<file path="src/uss_defines.vh">
// constants for the synchronous slave serial port
// Operation
// - clocked mode with clock source clear makes port slave on external clock
// - slave keeps shifting during core sleep using the external clock
// - second holding word waits until first leaves shift register
// - slave transmit raises wake interrupt when transmit interrupt enabled
// - completed slave word moves to buffer and raises receive wake interrupt
// - single receive enable ignored in slave and asynchronous modes
// - port enable assigns pins; cleared holds module in reset
// - receive nine-bit select chooses 9-bit or 8-bit reception
// - master single receive takes one word then clears itself
// - continuous receive runs until cleared and beats single receive
// - address detect loads only words with ninth bit set in 9-bit mode
// - framing error flag refreshed with buffer read and next word
// - overrun flag sets on overrun, cleared only by clearing continuous receive; here clearing port enable also clears it
// - bit 0 of receive control shows ninth received bit
// - port switches pins between released and driven by itself
// - transmit nine-bit select chooses width; bit 0 gives ninth bit
// - active receive enable overrides transmit enable in clocked mode
// - mode select bit 4 picks clocked mode; bit 3 reads zero
// - high speed baud select ignored in clocked mode
// - transmit idle bit reads 1 when idle, resets to 1
// - incoming data sampled at falling edge of shift clock
// - transmitted data stable around falling edge of shift clock
// - receive buffer two deep; third word with buffer full is overrun
`ifndef USS_DEFINES_VH
`define USS_DEFINES_VH
`define USS_ADDR_RCV_CTRL 2'h0
`define USS_ADDR_XMT_CTRL 2'h1
`define USS_ADDR_XMT_HOLD 2'h2
`define USS_ADDR_RCV_BUF 2'h3
`define USS_RC_PORT_EN 7
`define USS_RC_NINE 6
`define USS_RC_SINGLE 5
`define USS_RC_CONT 4
`define USS_RC_ADDR_DET 3
`define USS_RC_FRAMING_ERROR_FLAG 2
`define USS_RC_OVERRUN_ERROR_FLAG 1
`define USS_RC_NINTH 0
`define USS_TC_CLK_SRC 7
`define USS_TC_NINE 6
`define USS_TC_XMT_EN 5
`define USS_TC_CLOCKED 4
`define USS_TC_HI_SPEED 2
`define USS_TC_IDLE 1
`define USS_TC_NINTH 0
`define USS_RC_WR_MASK 8'hF8
`define USS_TC_WR_MASK 8'hF5
`define USS_BITS_8 4'h8
`define USS_BITS_9 4'h9
`endif

</file>
<file path="src/uss_sync_slave.v">
// synchronous slave serial port with its control registers
//
// Local design decisions: the address map and the plain strobed port.
`timescale 1ns/1ns
`default_nettype none
`include "uss_defines.vh"
module uss_sync_slave (
    input wire clock_i, // 125 MHz system clock
    input wire rst_i, // synchronous reset, active high
    input wire [1:0] addr_i, // register address
    input wire [7:0] wdata_i, // write data
    input wire wr_i, // write strobe
    input wire rd_i, // read strobe
    output reg [7:0] rdata_o, // read data, cycle after strobe
    input wire transmit_interrupt_enable_i, // transmit interrupt enable
    input wire receive_interrupt_enable_i, // receive interrupt enable
    output wire transmit_flag_o, // holding register empty
    output wire receive_flag_o, // receive buffer holds data
    output wire wake_irq_o, // enabled flag, wakes core
    input wire serial_clk_line_i, // shift clock pin in
    output wire serial_clk_line_o, // shift clock pin out
    output wire serial_clk_line_oe_n_o, // clock pin enable, low drives
    input wire serial_data_line_i, // data pin in
    output reg serial_data_line_o, // data pin out
    output wire serial_data_line_oe_n_o // data pin enable, low drives
);
    // -------------------------------------------------------------
    // control registers
    // -------------------------------------------------------------
    reg [7:0] rc_q; // upper control bits of receive control
    reg [7:0] tc_q; // writable bits of transmit control
    reg overrun_error_flag_q;
    wire port_en = rc_q[`USS_RC_PORT_EN];
    wire clocked = tc_q[`USS_TC_CLOCKED];
    wire cont_rx = rc_q[`USS_RC_CONT];
    wire slave = port_en && clocked && !tc_q[`USS_TC_CLK_SRC];
    wire mod_rst = rst_i || !port_en;
    wire rx_active = slave && cont_rx;
    wire tx_active = slave && tc_q[`USS_TC_XMT_EN] && !rx_active;
    // -------------------------------------------------------------
    // pin synchronisers and clock edge detect
    // -------------------------------------------------------------
    reg [1:0] ck_s_q;
    reg [1:0] dt_s_q;
    reg ck_prev_q;
    always @(posedge clock_i) begin
        if (rst_i) begin
            ck_s_q <= 2'b00;
            dt_s_q <= 2'b00;
            ck_prev_q <= 1'b0;
        end else begin
            ck_s_q <= {ck_s_q[0], serial_clk_line_i};
            dt_s_q <= {dt_s_q[0], serial_data_line_i};
            ck_prev_q <= ck_s_q[1];
        end
    end
    // edges of the external clock, core sleep irrelevant
    wire ck_fall = ck_prev_q && !ck_s_q[1];
    wire ck_rise = !ck_prev_q && ck_s_q[1];
    // -------------------------------------------------------------
    // transmitter
    // -------------------------------------------------------------
    reg [8:0] hold_q;
    reg hold_full_q;
    reg [8:0] tsr_q;
    reg [3:0] tx_cnt_q;
    reg tx_busy_q;
    wire hold_wr = wr_i && (addr_i == `USS_ADDR_XMT_HOLD);
    wire [3:0] tx_len = tc_q[`USS_TC_NINE] ? `USS_BITS_9 : `USS_BITS_8;
    always @(posedge clock_i) begin
        if (mod_rst || !tc_q[`USS_TC_XMT_EN]) begin
            hold_full_q <= 1'b0;
            hold_q <= 9'h000;
            tsr_q <= 9'h000;
            tx_cnt_q <= 4'h0;
            tx_busy_q <= 1'b0;
            serial_data_line_o <= 1'b0;
        end else begin
            if (hold_wr) begin
                hold_q <= {tc_q[`USS_TC_NINTH], wdata_i};
                hold_full_q <= 1'b1;
            end
            // holding word moves on once shifter is empty
            if (!tx_busy_q && hold_full_q && tx_active) begin
                tsr_q <= hold_q;
                tx_cnt_q <= tx_len;
                tx_busy_q <= 1'b1;
                if (!hold_wr)
                    hold_full_q <= 1'b0;
            end else if (tx_busy_q && tx_active && ck_rise) begin
                // bit changes on rising edge, stable at falling
                serial_data_line_o <= tsr_q[0];
                tsr_q <= {1'b0, tsr_q[8:1]};
                tx_cnt_q <= tx_cnt_q - 4'h1;
            end else if (tx_busy_q && tx_cnt_q == 4'h0 && ck_fall) begin
                tx_busy_q <= 1'b0;
            end
        end
    end
    // data pin driven only while transmitting
    assign serial_data_line_oe_n_o = !(tx_active && tx_busy_q);
    // clock pin never driven in slave mode
    assign serial_clk_line_oe_n_o = 1'b1;
    assign serial_clk_line_o = 1'b0;
    wire tx_idle = !tx_busy_q;
    // -------------------------------------------------------------
    // receiver
    // -------------------------------------------------------------
    reg [8:0] rsr_q;
    reg [3:0] rx_cnt_q;
    reg push_q;
    reg [9:0] push_data_q;
    wire fifo_full;
    wire fifo_empty;
    wire [9:0] fifo_head;
    wire buf_rd = rd_i && (addr_i == `USS_ADDR_RCV_BUF);
    wire [3:0] rx_len = rc_q[`USS_RC_NINE] ? `USS_BITS_9 : `USS_BITS_8;
    wire [3:0] rx_next = rx_cnt_q + 4'h1;
    wire [8:0] rx_word = rc_q[`USS_RC_NINE] ? {dt_s_q[1], rsr_q[8:1]} :
                         {1'b0, dt_s_q[1], rsr_q[8:2]};
    always @(posedge clock_i) begin
        if (mod_rst || !rx_active) begin
            rsr_q <= 9'h000;
            rx_cnt_q <= 4'h0;
            push_q <= 1'b0;
            push_data_q <= 10'h000;
        end else begin
            push_q <= 1'b0;
            if (ck_fall) begin
                rsr_q <= {dt_s_q[1], rsr_q[8:1]};
                if (rx_next == rx_len) begin
                    rx_cnt_q <= 4'h0;
                    // address detect in 9-bit mode only
                    if (!(rc_q[`USS_RC_NINE] && rc_q[`USS_RC_ADDR_DET]
                          && !rx_word[8]) && !overrun_error_flag_q) begin
                        push_q <= 1'b1;
                        // framing error has no stop bit here
                        push_data_q <= {1'b0, rx_word};
                    end
                end else begin
                    rx_cnt_q <= rx_next;
                end
            end
        end
    end
    // overrun set, cleared by clearing continuous receive
    always @(posedge clock_i) begin
        if (mod_rst || !cont_rx)
            overrun_error_flag_q <= 1'b0;
        // third word with buffer full is lost
        else if (push_q && fifo_full && !buf_rd)
            overrun_error_flag_q <= 1'b1;
    end
    // word moves into the two-deep buffer
    uss_rx_fifo u_fifo (
        .clock_i(clock_i),
        .clr_i(mod_rst),
        .push_i(push_q && !overrun_error_flag_q),
        .din_i(push_data_q),
        .pop_i(buf_rd),
        .dout_o(fifo_head),
        .empty_o(fifo_empty),
        .full_o(fifo_full)
    );
    // -------------------------------------------------------------
    // flags and wake interrupt
    // -------------------------------------------------------------
    assign transmit_flag_o = !hold_full_q;
    assign receive_flag_o = !fifo_empty;
    assign wake_irq_o = (transmit_flag_o && transmit_interrupt_enable_i &&
                         tx_active) ||
                        (receive_flag_o && receive_interrupt_enable_i);
    // -------------------------------------------------------------
    // register writes and reads
    // -------------------------------------------------------------
    always @(posedge clock_i) begin
        if (rst_i) begin
            rc_q <= 8'h00;
            tc_q <= 8'h00;
        end else if (wr_i && addr_i == `USS_ADDR_RCV_CTRL) begin
            rc_q <= wdata_i & `USS_RC_WR_MASK;
        end else if (wr_i && addr_i == `USS_ADDR_XMT_CTRL) begin
            // bit 3 unimplemented; speed bit stored, unused
            tc_q <= wdata_i & `USS_TC_WR_MASK;
        end else if (!clocked || slave) begin
            // single receive only counts in master mode
            rc_q[`USS_RC_SINGLE] <= rc_q[`USS_RC_SINGLE];
        end
    end
    reg [7:0] rd_d;
    always @* begin
        rd_d = 8'h00;
        case (addr_i)
            `USS_ADDR_RCV_CTRL: begin
                rd_d = rc_q;
                // framing error; ninth bit from buffer head
                rd_d[`USS_RC_FRAMING_ERROR_FLAG] = fifo_head[9];
                rd_d[`USS_RC_OVERRUN_ERROR_FLAG] = overrun_error_flag_q;
                // empty buffer shows no stale ninth bit
                rd_d[`USS_RC_NINTH] = fifo_head[8] && !fifo_empty;
            end
            `USS_ADDR_XMT_CTRL: begin
                rd_d = tc_q;
                rd_d[`USS_TC_IDLE] = tx_idle;
            end
            `USS_ADDR_RCV_BUF: rd_d = fifo_head[7:0];
            default: rd_d = 8'h00;
        endcase
    end
    always @(posedge clock_i) begin
        if (rst_i)
            rdata_o <= 8'h00;
        else if (rd_i)
            rdata_o <= rd_d;
        else
            rdata_o <= 8'h00;
    end
endmodule // uss_sync_slave
`default_nettype wire

</file>
<file path="src/uss_rx_fifo.v">
// two-entry receive buffer holding data, ninth bit and framing error
`timescale 1ns/1ns
`default_nettype none
module uss_rx_fifo (
    input wire clock_i, // system clock
    input wire clr_i, // synchronous clear
    input wire push_i, // write one entry
    input wire [9:0] din_i, // {framing_error_flag, ninth, data}
    input wire pop_i, // read one entry
    output wire [9:0] dout_o, // head entry
    output wire empty_o, // no entry
    output wire full_o // two entries
);
    reg [9:0] mem_q [0:1];
    reg rd_q;
    reg wr_q;
    reg [1:0] cnt_q;
    wire do_push;
    wire do_pop;
    assign do_pop = pop_i && (cnt_q != 2'h0);
    // a pop in the same cycle frees the slot the push needs
    assign do_push = push_i && ((cnt_q != 2'h2) || do_pop);
    assign dout_o = mem_q[rd_q];
    assign empty_o = (cnt_q == 2'h0);
    assign full_o = (cnt_q == 2'h2);
    always @(posedge clock_i) begin
        if (clr_i) begin
            rd_q <= 1'b0;
            wr_q <= 1'b0;
            cnt_q <= 2'h0;
            mem_q[0] <= 10'h000;
            mem_q[1] <= 10'h000;
        end else begin
            if (do_push) begin
                mem_q[wr_q] <= din_i;
                wr_q <= ~wr_q;
            end
            if (do_pop)
                rd_q <= ~rd_q;
            if (do_push && !do_pop)
                cnt_q <= cnt_q + 2'h1;
            else if (do_pop && !do_push)
                cnt_q <= cnt_q - 2'h1;
        end
    end
endmodule // uss_rx_fifo
`default_nettype wire

</file>
<file path="config.mk">
export PLATFORM = sky130hd
export DESIGN_NAME = uss_sync_slave
export DESIGN_NICKNAME = d
export VERILOG_FILES = /design/src/uss_sync_slave.v /design/src/uss_rx_fifo.v
export VERILOG_INCLUDE_DIRS = /design/src
export SDC_FILE = /design/constraint.sdc
export NUM_CORES = 1
export LEC_CHECK = 0
export BUFFER_PORTS_ARGS = -buffer_cell sky130_fd_sc_hd__buf_2
export CORE_AREA = 8 8 105 107
export DETAILED_ROUTE_END_ITERATION = 8
export DIE_AREA = 0 0 113 115
export MAX_ROUTING_LAYER = met4
export PLACE_DENSITY = 0.61
export REMOVE_ABC_BUFFERS = 1
export SETUP_SLACK_MARGIN = 0.2
export SLEW_MARGIN = 20
export SYNTH_ARGS = -nofsm -noshare
export SYNTH_HDL_FRONTEND = slang
export SYNTH_SLANG_ARGS = --single-unit
</file>
<file path="constraint.sdc">
create_clock -name clock_i -period 2 [get_ports clock_i]
set_input_delay 0.1 -clock clock_i [delete_from_list [all_inputs] [get_ports clock_i]]
set_output_delay 0.1 -clock clock_i [all_outputs]
set_load 0.01 [all_outputs]
</file>
## Word level (Yosys, flattened, before mapping)

Memories as Yosys holds them, arrays and structs flattened. A register that Yosys moved wholly into a read port is not among the register bits.
Index checks and enable logic that the tools add are counted.

- Flip-flop bits (word level): 77
- Bits in writable memories: 18
- Word-level logic and storage cells: 135
- Memories: 1

Memory list:

| name | depth | bits a word | read ports | clocked after Yosys merged registers in | write ports | line | RTL |
|---|---|---|---|---|---|---|---|
| u_fifo.mem_q | 2 | 9 | 1 | 1 | 2 | uss_rx_fifo.v:14 | `reg [9:0] mem_q [0:1];` |

- Add/sub/neg operators: 4
- Equality and inequality tests: 7
- Mux-type cells: 28
- Bitwise gates (word level): 7
- Reductions and logical operators: 68

Operators by type and width:

| kind | number |
|---|---|
| $mux 9 | 4 |
| $logic_and 1x1->1 | 31 |
| $pmux 8 s3 | 1 |
| $mux 1 | 18 |
| $logic_not 1->1 | 17 |
| $mux 4 | 3 |
| $reduce_or 9->1 | 1 |
| $reduce_bool 2->1 | 4 |
| $not 1->1 | 7 |
| $eq 2x2->1 const B | 3 |
| $logic_or 1x1->1 | 6 |
| $reduce_and 2->1 | 3 |
| $add 4x1->4 const B | 1 |
| $eq 4x4->1 | 1 |
| $logic_not 2->1 | 2 |
| $logic_not 4->1 | 1 |
| $mux 2 | 2 |
| $ne 2x2->1 const B | 2 |
| $sub 4x1->4 const B | 1 |
| $reduce_and 3->1 | 1 |
| $reduce_or 3->1 | 1 |
| $add 2x1->2 const B | 1 |
| $eq 2x1->1 const B | 1 |
| $reduce_or 2->1 | 1 |
| $sub 2x1->2 const B | 1 |

## Longest topological paths before layout

Gate-level depths: netlist of the first run.

- Depth after elaboration: 10
- Mapped depth: 6

## Modules after synthesis

From an unflattened synthesis of the first run, not the netlist that was laid out.

- Cells, all modules: 441
- Area total of the unflattened synthesis: 4217.8 sq um

Modules (own cells, without submodules):

| module | times used | cells each | area an instance (sq um) | seq. area each (sq um) |
|---|---|---|---|---|
| uss_sync_slave | 1 | 350 | 3095.5 | 1441.4 |
| uss_rx_fifo | 1 | 91 | 1122.3 | 700.7 |

## Worst setup path after synthesis of the first run

Ideal clock, no wire load.

- Path kind: register to register
- From: reg u_fifo.cnt_q[0]
- To: mem u_fifo.mem_q[0][0] in the netlist's numbering (enable)
- Setup time: 387 ps
- Arrival: 1375 ps
- Data required time: 1613 ps
- Slack: 238 ps
- Cell stages (with the launch flop): 4
- Path buffers: 0
- Period minus slack after synthesis: 1762 ps
- Cell sequence: dfxtp_1 > o311a_1 > inv_1 > o21ai_0

RTL lines:

| item | line | RTL |
|---|---|---|
| start, declared | uss_rx_fifo.v:17 | `reg [1:0] cnt_q;` |
| start signal, assigned | uss_rx_fifo.v:41 | `cnt_q <= cnt_q + 2'h1;` |
| start signal, assigned | uss_rx_fifo.v:43 | `cnt_q <= cnt_q - 2'h1;` |
| end, declared | uss_rx_fifo.v:14 |  |

## Worst setup path after layout of the first run

- From: reg rx_cnt_q[0]
- To: reg push_data_q[8]

- Word-level cells in the longest chain between the ends: 3

Ends and longest elaborated chain:

| item | line | RTL |
|---|---|---|
| start, declared | uss_sync_slave.v:110 | `reg [3:0] rx_cnt_q;` |
| start signal, assigned | uss_sync_slave.v:141 | `rx_cnt_q <= rx_next;` |
| $add 4x1->4 | uss_sync_slave.v:118 | `wire [3:0] rx_next = rx_cnt_q + 4'h1;` |
| $eq 4x4->1 | uss_sync_slave.v:131 | `if (rx_next == rx_len) begin` |
| $reduce_and 3->1 (no line) | -- |  |
| end signal, assigned | uss_sync_slave.v:138 | `push_data_q <= {1'b0, rx_word};` |
| end, declared | uss_sync_slave.v:112 | `reg [9:0] push_data_q;` |

No other way between the ends.
A chain may end at the register's enable or synchronous reset.

==> results of run 1 <==
==> layout make-up <==
cell class | instances | area [sq um] | share of cell area
repair buffers | 54 | 345 | 0.0731
flip-flops and latches | 95 | 2080 | 0.441
clock inverters | 6 | 83.8 | 0.0177
well taps | 114 | 143 | 0.0302
inverters | 8 | 30.0 | 0.00636
multi-input cells | 297 | 1910 | 0.405
clock buffers | 10 | 128 | 0.0270
==> final timing paths <==
check                           startpoint                           to  slack [ns]  cells past startpoint
setup reg to reg  rx_cnt_q[0]$_SDFFE_PP0P_  push_data_q[8]$_SDFFE_PP0P_        0.23                      5
hold reg to reg       ck_s_q[0]$_SDFF_PP0_         ck_s_q[1]$_SDFF_PP0_        0.44                      1
setup / recovery  rx_cnt_q[0]$_SDFFE_PP0P_  push_data_q[8]$_SDFFE_PP0P_        0.23                      5
hold / removal                  wdata_i[7]       hold_q[7]$_SDFFE_PP0P_        0.02                      3
==> routing by layer <==
| layer | track usage | part of all wire |
|---|---|---|
| met1 | 0.180 | 0.48 |
| met2 | 0.223 | 0.46 |
| met3 | 0.0289 | 0.045 |
| met4 | 0.0710 | 0.011 |
| met5 | - | 0 |
==> flip-flops by register name, indices dropped and copies added (netlist names), 2 cells and up, named ones only <==
signal        cells
hold_q            9
tx_cnt_q          4
tc_q              6
rdata_o           8
u_fifo.mem_q     18
rx_cnt_q          4
dt_s_q            2
rc_q              5
u_fifo.cnt_q      2
tsr_q             9
push_data_q       9
rsr_q             8
ck_s_q            2
==> critical path: cells and delay by family (launching register included) <==
| kind | cells | cell delay (ns) |
|---|---|---|
| compound gates | 1 | 0.13 |
| fa+ha+maj | 1 | 0.23 |
| xor+xnor | 1 | 0.16 |
| flops | 1 | 0.35 |
| simple gates | 2 | 0.83 |
==> cell families after synthesis <==
logic type / share of synthesized area
fa+ha+maj: 0.00916
simple gates: 0.229
flops: 0.508
xor+xnor: 0.0257
other cells: 0.00183
buf+inv: 0.0363
compound gates: 0.112
mux: 0.0782
==> per-stage QoR <==
step	util	cell area, sq um	total power [mW]	setup WS [ns]	hold WS, ns
2_1_floorplan	-	3980	2.08	0.109	0.172
3_3_place_gp	0.466	4410	2.16	0.197	0.311
6_report	0.499	4720	3.48	0.229	0.0181
5_1_grt	0.499	4720	3.61	0.151	0.00888
4_1_cts	0.495	4680	3.51	0.215	0.000817
3_5_place_dp	0.466	4410	2.16	0.188	0.316
==> repair_timing <==
item                                    4_1_cts  5_1_grt
resized for setup                             2        6
hold endpoints to repair                      8        0
hold buffers                                  6        0
endpoints found under the setup margin       10       17
pin swaps                                     0        1
==> cell usage after synthesis (2+ instances only) <==
| cell | count | area [sq um] |
|---|---|---|
| clkbuf_1 | 17 | 63.8 |
| nand2b_1 | 4 | 25.0 |
| and3_1 | 3 | 18.8 |
| conb_1 | 2 | 7.51 |
| nor2b_1 | 8 | 50.1 |
| a311oi_1 | 4 | 35.0 |
| buf_2 | 2 | 10.0 |
| edfxtp_1 | 18 | 541 |
| buf_1 | 3 | 11.3 |
| a21oi_1 | 33 | 165 |
| nor4_1 | 9 | 56.3 |
| inv_1 | 8 | 30.0 |
| nor3_1 | 12 | 60.1 |
| o22ai_1 | 5 | 31.3 |
| a311oi_2 | 2 | 30.0 |
| xor2_1 | 8 | 70.1 |
| buf_4 | 3 | 22.5 |
| a22oi_1 | 3 | 22.5 |
| o21ai_0 | 4 | 20.0 |
| mux2_2 | 8 | 90.1 |
| nand3_1 | 16 | 80.1 |
| and2_1 | 24 | 150 |
| nor3_2 | 2 | 20.0 |
| nand2_1 | 53 | 199 |
| or3_1 | 3 | 18.8 |
| a31oi_1 | 9 | 56.3 |
| dfxtp_1 | 77 | 1540 |
| xnor2_1 | 4 | 35.0 |
| a211oi_2 | 2 | 25.0 |
| ha_1 | 3 | 37.5 |
| nor2_1 | 31 | 116 |
| mux2i_1 | 23 | 230 |
| nand3b_1 | 2 | 15.0 |
| nand4_1 | 2 | 12.5 |
| or4_1 | 2 | 15.0 |
==> power by group through the flow <==
stage / logic, mW / registers (mW) / clock network [mW]
floorplan: 0.0640 / 2.02 / 0
CTS: 0.145 / 1.98 / 1.39
global route: 0.162 / 1.98 / 1.47
finish: 0.147 / 1.98 / 1.35
global placement: 0.135 / 2.02 / 0
detailed placement: 0.136 / 2.02 / 0
==> results.md, run 1 <==
- Clock buffer depth: 2
- Clock latency on the worst-skew pair: 0.36 ns
- Max_cap viols: 0
- Max Clk Rate: 0.565 GHz
- First-pass GRT wire length: 14600 um
- CTS sink cnt: between 90 and 100
- Post-synth EDFFs: 18
- Leading cell types in the layout, fill and taps excluded: dfxtp_1, nand2_1, a21oi_1
- Die span in x: 113 um
- Outcome: complete, no violations
- CP Cell Sequence: ha_1 > xor2_1 > or3_1 > or4_1 > a21oi_1
- DR iter-0 viols: approximately 130
- Placed insts: 562
- CP Launch Type: flip-flop
- Synth warn: 0
- Worst-path clk slew: 0.09 ns
- FF+latch count, synth: 95
- Switch share: 0.215
- Setup CP Type: flip-flop to flip-flop
- Fillers: 858
- Layout cells sized above 1: 0.189
- GRT overflow: 0
- Vias in the first global route: ~3000
- Min cycle time layout: 1.77 ns
- Most common cell after layout, fill and taps aside: dfxtp_1
- Headroom to the max-slew limit: 0.591
- Die Ht: 115 um
- Max VDD drop: 368 uV
- Area Overhead vs Synth: 15.3%
- Fin crit share: 0.885
- Final hold violations: 0
- DRC viols: 0
- Site row count: 36
- Initial Util: 0.433
- Core ar.: 9460 sq um
- Critical Path AT: 2.06 ns
- Unrepaired setup endpoints after global routing: true
- Mapped Cells: 426
- Final ANT Viol Nets: 0
- Ant diodes: 0
- Yosys cell types: 52
- Post-synthesis average cell area: 9.62 sq um
- Asr flop ratio synth: 0
- Worst setup EP type: flip-flop
- Pin count of the biggest net entering global routing: 23
- CTS root buf: clkbuf_8
- Sequential share of power: 0.569
- Drt via density: 5.23
- Finished Layout Cells: 584
- Top_reg_cell synth: dfxtp_1
- Leakage: 1.71 nW
- Part of the power in the clock network: 0.389
- Crit-path slowest cell: or4_1
- Pin slew with the least headroom to its limit: 0.609 ns
- # nets final: between 400 and 500
- H-tree Lvls: 3
- Postcts setup bufs: 0
- DPL Wire Length: 6320 um
- WL/cell: roughly 15 um
- RD Place Congestion: around 0.78
- Switching pwr: 0.748 mW
- GRT Util Overall: 0.145
- I/O pin total: 33
- Sequential share of the synthesized area: 0.508
- Setup Viol. Count Final: 0
- CTS tree: done
- Comb pwr share: 0.042
- CP peak stage delay: 0.47 ns
- Cell area after synthesis: 4100 sq um
- TritonRoute pass-1 iters: 4
- Worst clock skew: between 0.01 and 0.015 ns
- Critical Path RT: 2.29 ns
- Num CTS Buffers: 9
- Die area: about 13000 sq um
- Worst min path class: input pin to flip-flop
- Final WL: just under 9000 um
- Pins Over Slew Limit: 0
- Setup TNS: 0 ns
- Max FO, Critical Path: 5
- PwrDens: ~740 nW/um^2
- Initial antenna violation count: 0
- Int Pwr: ~2.7 mW
- I/O Buffers: 30
- Via count: 3053
Note: power is estimated with default switching activity, not from simulation.
==> run 2, diff against run 1 <==
--- a/config.mk
+++ b/config.mk
@@ -11,7 +11,7 @@
 export DETAILED_ROUTE_END_ITERATION = 8
 export DIE_AREA = 0 0 113 115
 export MAX_ROUTING_LAYER = met4
-export PLACE_DENSITY = 0.61
+export PLACE_DENSITY = 0.71
 export REMOVE_ABC_BUFFERS = 1
 export SETUP_SLACK_MARGIN = 0.2
 export SLEW_MARGIN = 20
==> results.md, run 2 (synthesized netlist as in run 1, its figures left out) <==
- DRC viols: 0 (unchanged)
- Reg with most FFs: u_fifo.mem_q
- GRT met1 Usage: 0.172 (-0.00760)
- GRT overflow: 0 (unchanged)
- GRT Max-Usage Layer: met2
- Setup Viol. Count Final: 0 (unchanged)
- Final hold violations: 0 (unchanged)
- Fin crit share: 0.869 (-0.0164)
- Placed insts: 560 (-0.36%)
- Die span in x: 113 um (unchanged)
- Via count: 3122 (+2.3%)
- Unrepaired setup endpoints after global routing: true
- I/O Buffers: 30 (unchanged)
- Max FO, Critical Path: 3 (-2)
- Setup CP Type: flip-flop to flip-flop
- Area Overhead vs Synth: 16.4%
- RD Place Congestion: 0.814 (+4.7%)
- Multi-input gate area: 1940 sq um (+1.6%)
- Ant diodes: 0 (unchanged)
- CTS root buf: clkbuf_8
- Drt via density: 5.35 (+2.3%)
- WL/cell: 14.7 um (-3.5%)
- Max Clk Rate: 0.575 GHz (+1.9%)
- Min cycle time layout: 1.74 ns (-0.0327 ns)
- Most common cell after layout, fill and taps aside: dfxtp_1
- Grt met2 use: 0.222 (-0.00159)
- WHS: 0.00978 ns (-0.00831 ns)
- Critical Path AT: 2.03 ns (-0.03 ns)
- Finished Layout Cells: 584 (unchanged)
- GRT Util Overall: 0.140 (-0.00494)
- CTS tree: done
- # nets final: 486 (unchanged)
- Headroom to the max-slew limit: 0.588 (-0.00298)
- Num CTS Buffers: 9 (unchanged)
- PwrDens: 740 nW/um^2 (+0.50%)
- Worst min path class: input pin to flip-flop
- Clock buffer depth: 2 (unchanged)
- Final WL: 8600 um (-3.5%)
- First-pass GRT wire length: 14400 um (-1.9%)
- Worst clock skew: 0.0131 ns (+0.00159 ns)
- DPL Wire Length: 6170 um (-2.4%)
- Register area: 2090 sq um (+0.12%)
- Final cell utilization of the core: 0.504 (+0.00463)
- Leakage: 1.72 nW (+0.38%)
- CP Launch Type: flip-flop
- Layout cells sized above 1: 0.202 (+0.0128)
- H-tree Lvls: 3 (unchanged)
- Leading cell types in the layout, fill and taps excluded: dfxtp_1, nand2_1, a21oi_1
- Worst setup EP type: flip-flop
- Die area: 13000 sq um (unchanged)
- Pins Over Slew Limit: 0 (unchanged)
- Outcome: complete, no violations
- Site row count: 36 (unchanged)
- Max_cap viols: 0 (unchanged)
- Critical Path RT: 2.30 ns (about the same)
- Initial antenna violation count: 0 (unchanged)
- Grt met3 use: 0.0247 (-0.00420)
- DR iter-0 viols: 192 (+45%)
- Fillers: 869 (+1.3%)
- TritonRoute pass-1 iters: 5 (+1)
- Pin count of the biggest net entering global routing: 25 (+8.7%)
- Final ANT Viol Nets: 0 (unchanged)
- Vias in the first global route: 3020 (+0.80%)
- Core ar.: 9460 sq um (unchanged)
- Worst-path clk slew: 0.10 ns (about the same)
- I/O pin total: 33 (unchanged)
- Die Ht: 115 um (unchanged)
- Setup TNS: 0 ns (unchanged)
- Pin slew with the least headroom to its limit: 0.614 ns (+0.00550 ns)
- Max reg flops: 18 (unchanged)
- CTS sink cnt: 95 (unchanged)
- Max VDD drop: 441 uV (+20%)
- Clock latency on the worst-skew pair: 0.37 ns (about the same)
- Initial Util: 0.433 (unchanged)
run 2: cell count changes in the layout (fill, tap and decap cells not counted), sizes merged:
cell         delta
buf             -1
inv             +1
clkinv          -1
dlygate4sd3     +1
run 2: worst max-delay path: stages (launching register included):
cell,delay [ns]
dfxtp_2,0.34
ha_2,0.18
xor2_1,0.16
or3_1,0.39
or4_1,0.47
a21oi_1,0.13
run 2: area by class of cell:
cell class                 instances  area share
tap                              114      0.0299
clock buffer                      10      0.0268
multi-input combinational        297       0.407
clock inverter                     6      0.0194
sequential                        95       0.437
inverter                           8     0.00630
timing repair buffer              54      0.0729
run 2: path summary, 6_finish.rpt:
check                                              start                          end  slack (ns)  cells after the start
worst min-delay path                          wdata_i[5]       hold_q[5]$_SDFFE_PP0P_        0.01                      3
worst max register to register  rx_cnt_q[1]$_SDFFE_PP0P_  push_data_q[8]$_SDFFE_PP0P_        0.26                      5
worst max-delay path            rx_cnt_q[1]$_SDFFE_PP0P_  push_data_q[8]$_SDFFE_PP0P_        0.26                      5
worst min register to register      ck_s_q[0]$_SDFF_PP0_         ck_s_q[1]$_SDFF_PP0_        0.45                      1
run 2: metal layers:
layer / wire length [um] / part of all wire
met4: 148 / 0.017
met5: 0 / 0
met1: 4050 / 0.47
met2: 4100 / 0.48
met3: 306 / 0.036
run 2: power by group:
part / internal, mW / leakage, nW / switching (mW) / total, mW
clock: 0.715 / 0.111 / 0.685 / 1.40
sequential: 1.96 / 0.843 / 0.0152 / 1.98
combinational: 0.0659 / 0.766 / 0.0842 / 0.150
total: 2.74 / 1.72 / 0.784 / 3.53
run 2: stage by stage:
stage	setup slack, ns	power, mW	cell area, sq um
finish	0.262	3.53	4770
global route	0.176	3.64	4770
CTS	0.233	3.55	4690
detailed placement	0.139	2.16	4390
global placement	0.166	2.15	4390
floorplan	0.109	2.08	3980
run 2: repair_timing:
item / in CTS / in global routing
pin swaps: 0 / 2
hold endpoints to repair: 9 / 0
setup endpoints to repair: 10 / 28
setup buffers: 1 / 0
hold buffers: 7 / 0
resized for setup: 2 / 14
